--- src/common/mfm_consts.svh ---
// bit positions, reset values and reserved read masks of the main flag/mode bank
// assumes register words carry bits 23..8 of the frame in bits 15..0
`ifndef MFM_CONSTS_SVH
`define MFM_CONSTS_SVH

`define MFM_BIT_BASE      8
`define MFM_WORD_W        16

`define MFM_SUM_COM       23
`define MFM_SUM_WAKE      22
`define MFM_SUM_PRE       21
`define MFM_SUM_CORE      19
`define MFM_SUM_AUX       17
`define MFM_SUM_LIN       16
`define MFM_SUM_CRC       9
`define MFM_SUM_REQ       8

`define MFM_MODE_PLL      16
`define MFM_MODE_EXT_SEL  15
`define MFM_MODE_EXT_DIS  14
`define MFM_MODE_NORM     13
`define MFM_MODE_WB_DIS   10
`define MFM_MODE_WA_DIS   9
`define MFM_MODE_STBY     8

`define MFM_NORM_RESET    1'b1
`define MFM_FLAG_RESET    1'b0
`define MFM_DIS_RESET     1'b0

// reserved read positions of each word, these must always read back zero
`define MFM_SUM_RSV_MASK  16'h14fc
`define MFM_MODE_RSV_MASK 16'hfe59

`endif

--- src/common/mfm_pkg.sv ---
// types and helpers shared by the main flag/mode bank
// assumes mfm_consts.svh is on the include path
`include "mfm_consts.svh"

package mfm_pkg;
	// register select driven by the frame decoder
	typedef enum logic {MFM_REG_SUMMARY, MFM_REG_MODE} mfm_reg_t;
	typedef logic [`MFM_WORD_W-1:0] mfm_word_t;

	// frame bit number to word index
	function automatic logic [3:0] mfm_idx(input int unsigned pos);
		return 4'(pos - `MFM_BIT_BASE);
	endfunction : mfm_idx
endpackage : mfm_pkg

--- src/common/mfm_flags_if.sv ---
// individual flags into the summary builder, summary word back out
// assumes mfm_pkg is compiled first
`timescale 1ns/10ps

interface mfm_flags_if;
	logic                wake_in_a_flag;
	logic                wake_in_b_flag;
	logic                prereg_overcurrent;
	logic                prereg_undervolt_high;
	logic                prereg_undervolt_low;
	logic                prereg_feedback_overvolt;
	logic                core_buck_overcurrent;
	logic                core_buck_overtemp;
	logic                aux_buck_overcurrent;
	logic                aux_buck_overtemp;
	logic                linear_reg_overcurrent;
	logic                linear_reg_overtemp;
	logic                safety_comm_summary;
	logic                crc_err_flag;
	logic                req_err_flag;
	mfm_pkg::mfm_word_t  summary_word;

	modport src (output wake_in_a_flag, wake_in_b_flag, prereg_overcurrent,
		prereg_undervolt_high, prereg_undervolt_low, prereg_feedback_overvolt,
		core_buck_overcurrent, core_buck_overtemp, aux_buck_overcurrent,
		aux_buck_overtemp, linear_reg_overcurrent, linear_reg_overtemp,
		safety_comm_summary, crc_err_flag, req_err_flag, input summary_word);
	modport calc (input wake_in_a_flag, wake_in_b_flag, prereg_overcurrent,
		prereg_undervolt_high, prereg_undervolt_low, prereg_feedback_overvolt,
		core_buck_overcurrent, core_buck_overtemp, aux_buck_overcurrent,
		aux_buck_overtemp, linear_reg_overcurrent, linear_reg_overtemp,
		safety_comm_summary, crc_err_flag, req_err_flag, output summary_word);
endinterface : mfm_flags_if

--- src/hw/mfm_regs.sv ---
// main-domain event summary and mode control registers
// assumes a frame decoder outside checks crc and address, then drives
// one-cycle strobes with a 16-bit word holding frame bits 23..8
//
// What this block does
// RL1 - comm error summary bit 23 is crc flag or request flag or safety summary
// RL2 - wake summary bit 22 is or of both latched wake flags
// RL3 - prereg summary bit 21 is or of its four fault flags
// RL4 - core buck summary bit 19 is or of overcurrent and overtemp
// RL5 - aux buck summary bit 17 is or of overcurrent and overtemp
// RL6 - linear reg summary bit 16 is or of overcurrent and overtemp
// RL7 - summary bits are unstored and clear once all sources clear
// RL8 - crc flag bit 9 sets on bad crc, clears by reset or writing one
// RL9 - request flag bit 8 sets on bad access, clears by writing one
// RL10 - mode reads lock, clock source, normal, wake disables; takes clock/standby
// RL11 - writing one to standby bit requests standby, zero does nothing
// RL12 - a set wake disable bit blocks that wake input from waking
// RL13 - writing one to clock disable deselects external clock, zero nothing
// RL14 - normal bit reads one only while main state machine is normal
// RL15 - writes to read-only and reserved bits ignored, reserved read zero
`timescale 1ns/10ps
`include "mfm_consts.svh"

module mfm_regs (
	input  wire logic               sys_clk,
	input  wire logic               rstn,
	input  wire mfm_pkg::mfm_reg_t  reg_sel,
	input  wire logic               wr_stb,
	input  wire mfm_pkg::mfm_word_t wr_data,
	input  wire logic               rd_stb,
	output mfm_pkg::mfm_word_t      rd_data,
	output logic                    rd_valid,
	input  wire logic               crc_err_evt,
	input  wire logic               bad_frame_evt,
	input  wire logic               bad_addr_evt,
	input  wire logic               init_write_evt,
	input  wire logic               wake_in_a_flag,
	input  wire logic               wake_in_b_flag,
	input  wire logic               prereg_overcurrent,
	input  wire logic               prereg_undervolt_high,
	input  wire logic               prereg_undervolt_low,
	input  wire logic               prereg_feedback_overvolt,
	input  wire logic               core_buck_overcurrent,
	input  wire logic               core_buck_overtemp,
	input  wire logic               aux_buck_overcurrent,
	input  wire logic               aux_buck_overtemp,
	input  wire logic               linear_reg_overcurrent,
	input  wire logic               linear_reg_overtemp,
	input  wire logic               safety_comm_summary,
	input  wire logic               pll_lock_status,
	input  wire logic               ext_clock_selected_status,
	input  wire logic               main_state_normal,
	input  wire logic               wake_a_event,
	input  wire logic               wake_b_event,
	output logic                    wake_a_wakeup,
	output logic                    wake_b_wakeup,
	output logic                    wake_a_disable,
	output logic                    wake_b_disable,
	output logic                    ext_clock_disable_req,
	output logic                    standby_request
);
	import mfm_pkg::*;

	mfm_flags_if flg ();

	logic       crc_flag;
	logic       req_flag;
	logic       norm_stat;
	logic       next_crc_flag;
	logic       next_req_flag;
	logic       next_norm_stat;
	logic       next_wake_a_disable;
	logic       next_wake_b_disable;
	logic       next_ext_clock_disable_req;
	logic       next_standby_request;
	mfm_word_t  next_rd_data;
	logic       next_rd_valid;
	mfm_word_t  mode_word;
	logic       wr_sum;
	logic       wr_mode;

	// flags go to the summary builder through the carrier
	assign flg.wake_in_a_flag           = wake_in_a_flag;
	assign flg.wake_in_b_flag           = wake_in_b_flag;
	assign flg.prereg_overcurrent       = prereg_overcurrent;
	assign flg.prereg_undervolt_high    = prereg_undervolt_high;
	assign flg.prereg_undervolt_low     = prereg_undervolt_low;
	assign flg.prereg_feedback_overvolt = prereg_feedback_overvolt;
	assign flg.core_buck_overcurrent    = core_buck_overcurrent;
	assign flg.core_buck_overtemp       = core_buck_overtemp;
	assign flg.aux_buck_overcurrent     = aux_buck_overcurrent;
	assign flg.aux_buck_overtemp        = aux_buck_overtemp;
	assign flg.linear_reg_overcurrent   = linear_reg_overcurrent;
	assign flg.linear_reg_overtemp      = linear_reg_overtemp;
	assign flg.safety_comm_summary      = safety_comm_summary;
	assign flg.crc_err_flag             = crc_flag;
	assign flg.req_err_flag             = req_flag;

	mfm_summary u_summary (
		.flg (flg.calc)
	);

	assign wr_sum  = wr_stb && (reg_sel == MFM_REG_SUMMARY);
	assign wr_mode = wr_stb && (reg_sel == MFM_REG_MODE);

	// RL12 wake gating
	assign wake_a_wakeup = wake_a_event & ~wake_a_disable;
	assign wake_b_wakeup = wake_b_event & ~wake_b_disable;

	// mode read value, reserved bits stay zero
	always_comb begin
		mode_word = '0;
		// RL10 mode readback
		mode_word[mfm_idx(`MFM_MODE_PLL)]     = pll_lock_status;
		mode_word[mfm_idx(`MFM_MODE_EXT_SEL)] = ext_clock_selected_status;
		mode_word[mfm_idx(`MFM_MODE_NORM)]    = norm_stat;
		mode_word[mfm_idx(`MFM_MODE_WB_DIS)]  = wake_b_disable;
		mode_word[mfm_idx(`MFM_MODE_WA_DIS)]  = wake_a_disable;
	end

	// next state of flags, controls and read port; a set beats a same-cycle clear
	always_comb begin
		// RL8 crc flag w1c
		next_crc_flag = crc_err_evt
			| (crc_flag & ~(wr_sum & wr_data[mfm_idx(`MFM_SUM_CRC)]));
		// RL9 request flag w1c
		next_req_flag = bad_frame_evt | bad_addr_evt | (init_write_evt & norm_stat)
			| (req_flag & ~(wr_sum & wr_data[mfm_idx(`MFM_SUM_REQ)]));
		// RL14 normal status
		next_norm_stat = main_state_normal;
		// RL15 only writable bits taken
		next_wake_a_disable = wr_mode ? wr_data[mfm_idx(`MFM_MODE_WA_DIS)] : wake_a_disable;
		next_wake_b_disable = wr_mode ? wr_data[mfm_idx(`MFM_MODE_WB_DIS)] : wake_b_disable;
		// RL13 clock disable pulse
		next_ext_clock_disable_req = wr_mode & wr_data[mfm_idx(`MFM_MODE_EXT_DIS)];
		// RL11 standby pulse
		next_standby_request = wr_mode & wr_data[mfm_idx(`MFM_MODE_STBY)];
		next_rd_valid = rd_stb;
		next_rd_data  = rd_data;
		if (rd_stb) begin
			case (reg_sel)
				MFM_REG_SUMMARY: next_rd_data = flg.summary_word;
				MFM_REG_MODE:    next_rd_data = mode_word;
				default:         next_rd_data = '0;
			endcase
		end
	end

	// standby and clock disable are one-shot requests, never read back
	always_ff @(posedge sys_clk or negedge rstn) begin
		if (!rstn) begin
			crc_flag              <= `MFM_FLAG_RESET;
			req_flag              <= `MFM_FLAG_RESET;
			norm_stat             <= `MFM_NORM_RESET;
			wake_a_disable        <= `MFM_DIS_RESET;
			wake_b_disable        <= `MFM_DIS_RESET;
			ext_clock_disable_req <= 1'b0;
			standby_request       <= 1'b0;
			rd_data               <= '0;
			rd_valid              <= 1'b0;
		end else begin
			crc_flag              <= next_crc_flag;
			req_flag              <= next_req_flag;
			norm_stat             <= next_norm_stat;
			wake_a_disable        <= next_wake_a_disable;
			wake_b_disable        <= next_wake_b_disable;
			ext_clock_disable_req <= next_ext_clock_disable_req;
			standby_request       <= next_standby_request;
			rd_data               <= next_rd_data;
			rd_valid              <= next_rd_valid;
		end
	end
endmodule : mfm_regs

--- src/hw/mfm_summary.sv ---
// builds the read value of the event summary register from live flags
// assumes flags arrive already latched by their own flag registers
`timescale 1ns/10ps
`include "mfm_consts.svh"

module mfm_summary (
	mfm_flags_if.calc  flg
);
	import mfm_pkg::*;

	// group bits are pure ors, nothing stored, so they drop with the last source
	always_comb begin
		flg.summary_word = '0;
		// RL1 comm error or
		flg.summary_word[mfm_idx(`MFM_SUM_COM)] = flg.crc_err_flag | flg.req_err_flag
			| flg.safety_comm_summary;
		// RL2 wake or
		flg.summary_word[mfm_idx(`MFM_SUM_WAKE)] = flg.wake_in_a_flag | flg.wake_in_b_flag;
		// RL3 prereg or
		flg.summary_word[mfm_idx(`MFM_SUM_PRE)] = flg.prereg_overcurrent
			| flg.prereg_undervolt_high | flg.prereg_undervolt_low
			| flg.prereg_feedback_overvolt;
		// RL4 core buck or
		flg.summary_word[mfm_idx(`MFM_SUM_CORE)] = flg.core_buck_overcurrent
			| flg.core_buck_overtemp;
		// RL5 aux buck or
		flg.summary_word[mfm_idx(`MFM_SUM_AUX)] = flg.aux_buck_overcurrent
			| flg.aux_buck_overtemp;
		// RL6 linear reg or
		flg.summary_word[mfm_idx(`MFM_SUM_LIN)] = flg.linear_reg_overcurrent
			| flg.linear_reg_overtemp;
		// RL8 RL9 latched crc and request flags
		flg.summary_word[mfm_idx(`MFM_SUM_CRC)] = flg.crc_err_flag;
		flg.summary_word[mfm_idx(`MFM_SUM_REQ)] = flg.req_err_flag;
	end
endmodule : mfm_summary

--- config.mk ---
export PLATFORM = sky130hd
export DESIGN_NAME = mfm_regs
export DESIGN_NICKNAME = d
export VERILOG_FILES = /design/src/common/mfm_pkg.sv /design/src/common/mfm_flags_if.sv /design/src/hw/mfm_regs.sv /design/src/hw/mfm_summary.sv
export VERILOG_INCLUDE_DIRS = /design/src /design/src/common
export SDC_FILE = /design/constraint.sdc
export NUM_CORES = 1
export LEC_CHECK = 0
export BUFFER_PORTS_ARGS = -buffer_cell sky130_fd_sc_hd__buf_2
export CAP_MARGIN = 20
export CORE_UTILIZATION = 36
export CTS_BUF_LIST = sky130_fd_sc_hd__clkbuf_8
export CTS_CLUSTER_DIAMETER = 200
export DETAILED_ROUTE_END_ITERATION = 16
export PLACE_DENSITY = 0.76
export SLEW_MARGIN = 20
export SYNTH_ARGS = -nofsm -noshare
export SYNTH_HDL_FRONTEND = slang
export SYNTH_SLANG_ARGS = --single-unit
--- constraint.sdc ---
create_clock -name sys_clk -period 0.9 [get_ports sys_clk]
set_input_delay 0.225 -clock sys_clk [delete_from_list [all_inputs] [get_ports sys_clk]]
set_output_delay 0.225 -clock sys_clk [all_outputs]
set_load 0.005 [all_outputs]
==> summary.txt <==
status - finished with violations
violated checks - negative setup slack
Non-Filler Instances - 164
final hold vios - 0
fmax - 0.896 GHz
number of flops mapped to enable cells by yosys - 0
Die H - 50.1 um
Layout fillers - 204
initial antenna violation count - 0
first-pass GRT wire length - 2800 um
# H-tree levels - 1
Max Slew Vio Count - 0
Netlist cell types - 26
setup TNS - -1670 ps
Final ANT Viol Nets - 0
CTS tree - done
Setup Viol. Count Final - 20
1st-iter DRT viols - 7
row cnt - 17
Max clock buf depth - 2
CP startpoint kind - register
starting density of the core - 0.381
vias per cell - 4.51
peak supply drop - 0.00123 V
most frequent cell after synthesis - dfrtp_1
GRT Residual Overflow - 0
CP Data Required Time - 670 ps
placed insts - 151
Final min period - 1120 ps
synthesized flop and latch total - 19
Finished Core Util - 0.558
n_diodes - 0
Final nets - 180
Die ar. - 2510 um^2
synth cell count leaders - dfrtp_1, inv_1, buf_4, mux2i_1, o21ai_0
Final Worst Setup Slack - -216 ps
drt drc - 0
synthesized area - 835 um^2
power per cell area - 1580 nW/um^2
critical path type - register to output pin
biggest area consumer among synthesized cells - dfrtp_1
YS warnings - 0
Post-DP Area - 1100 um^2
vias in the first global route - 682
drt first pass iters - 4
Num CTS Buffers - 3
vias after detailed routing - 739
RSZ-0062 raised after global routing - yes
Critical Path End Type - output pin
clock skew - 3.14 ps
CP Data Arrival Time - 890 ps
Synth Flop Type - dfrtp_1
max-capacitance violation count - 0
WHS - 67.8 ps
Crit Path Max Fanout - 4
num ports - 66
syn_area_per_cell - 11.1 um^2
worst min-delay path class - input pin to register
share of cells above drive strength 1 - 0.500
Core Box Area - 2190 um^2
DR WL/cell - 11.1 um
Area contributors post-synth - dfrtp_1, buf_4, mux2i_1
Post-Route WL - 1820 um
Root Driver - clkbuf_8
ys async rst share - 1.00
post-synthesis sequential area ratio - 0.571
CTS clock-pin slew for the worst setup and hold paths - 70 ps
leakage power - 0.661 nW
DP Wirelength - 1440 um
area delta synth->final - 46.5%
GPL Wtd Cong - 0.698
all-layer global routing usage - 0.147
post-route cell area - 1220 um^2
clock sinks - 19
post-synth top area share - 0.540
Die W - 50.1 um
PortBufs - 48
synthesized instance count - 75
clk_lat worst skew - 250 ps
crit share post-route - 1.24
pin count of the biggest net entering global routing - 20
## worst max-delay path: stages (launching register included)
cell and delay [ps]:
dfrtp_1 420, nor2b_1 110, buf_2 110
## metal layers
| layer | up-vias | part of all wire | global-route usage |
|---|---|---|---|
| li1 | 360 | - | - |
| met5 | - | 0 | 0 |
| met4 | 0 | 0 | 0.0286 |
| met2 | 36 | 0.52 | 0.276 |
| met3 | 0 | 0.062 | 0.0273 |
| met1 | 343 | 0.42 | 0.173 |
## what timing repair did
item,CTS,global route
endpoints found under the hold margin,18,0
hold buffers,1,0
pin swaps,0,1
setup buffers,5,3
setup endpoints to repair,19,21
gates resized for setup,0,3
## through the flow
stage	power, W	worst slack (ps)
2_1_floorplan	0.00113	8.45
3_3_place_gp	0.00129	-94.0
3_5_place_dp	0.00131	-122
4_1_cts	0.00193	-211
5_1_grt	0.00206	-285
6_report	0.00194	-216
## area by class of cell
| type | instances | area (um^2) | area share |
|---|---|---|---|
| Sequential cell | 19 | 477 | 0.390 |
| Timing Repair Buffer | 61 | 344 | 0.281 |
| Inverter | 9 | 33.8 | 0.0276 |
| Clock inverter | 1 | 5.00 | 0.00409 |
| Multi-Input combinational cell | 43 | 287 | 0.234 |
| Tap cell | 28 | 35.0 | 0.0287 |
| Clock buffer | 3 | 41.3 | 0.0338 |
## state kept, by name, summed over array words and instances (netlist names)
signal and flops:
ext_clock_disable_req 1, rd_data 11, rd_valid 1, flg.req_err_flag 1, standby_request 1, norm_stat 1, crc_flag 1, wake_b_disable 1
wake_a_disable 1
## power breakdown
part	total [W]	internal (W)	switching [W]	leakage (nW)
clock network	0.000581	0.000307	0.000274	0.0255
logic	0.000383	0.000230	0.000153	0.410
registers	0.000973	0.000930	0.0000426	0.226
total	0.00194	0.00147	0.000470	0.661
## cell families (layout without fill, tap and decap cells)
family,after synthesis,in the layout,share of synthesized area
AND/OR/NAND/NOR,18,18,0.129
AO/OA/AOI/OAI,14,14,0.111
flip-flops,19,19,0.571
multiplexers,6,6,0.0750
buffers and inverters,17,74,0.109
other,1,5,0.00449
## path summary, 6_finish.rpt
kind / start / slack [ps] / cells after the start / to
worst min register to register: rd_data[13]$_DFFE_PN0P_ / 530 / 2 / rd_data[13]$_DFFE_PN0P_
worst max register to register: norm_stat$_DFF_PN1_ / 0 / 2 / flg.req_err_flag$_DFF_PN0_
min in group asynchronous: rstn / 440 / 2 / rd_data[5]$_DFFE_PN0P_
worst max-delay path: wake_a_disable$_DFFE_PN0P_ / -220 / 2 / wake_a_wakeup
worst min-delay path: main_state_normal / 70 / 1 / norm_stat$_DFF_PN1_
max in group asynchronous: rstn / 140 / 2 / norm_stat$_DFF_PN1_
## cell usage in the layout, fill, tap and decap left out, types with 2 or more instances in the layout
cell,instances
a21o_1,2
and3_1,2
buf_2,48
buf_4,11
clkbuf_8,3
conb_1,5
dfrtp_1,18
inv_1,9
mux2_2,2
mux2i_1,4
nand3_1,3
nand3b_1,3
nor2b_1,3
o21ai_0,3
o21bai_1,3
o22ai_1,2
Power figures use the tool's default switching activity.
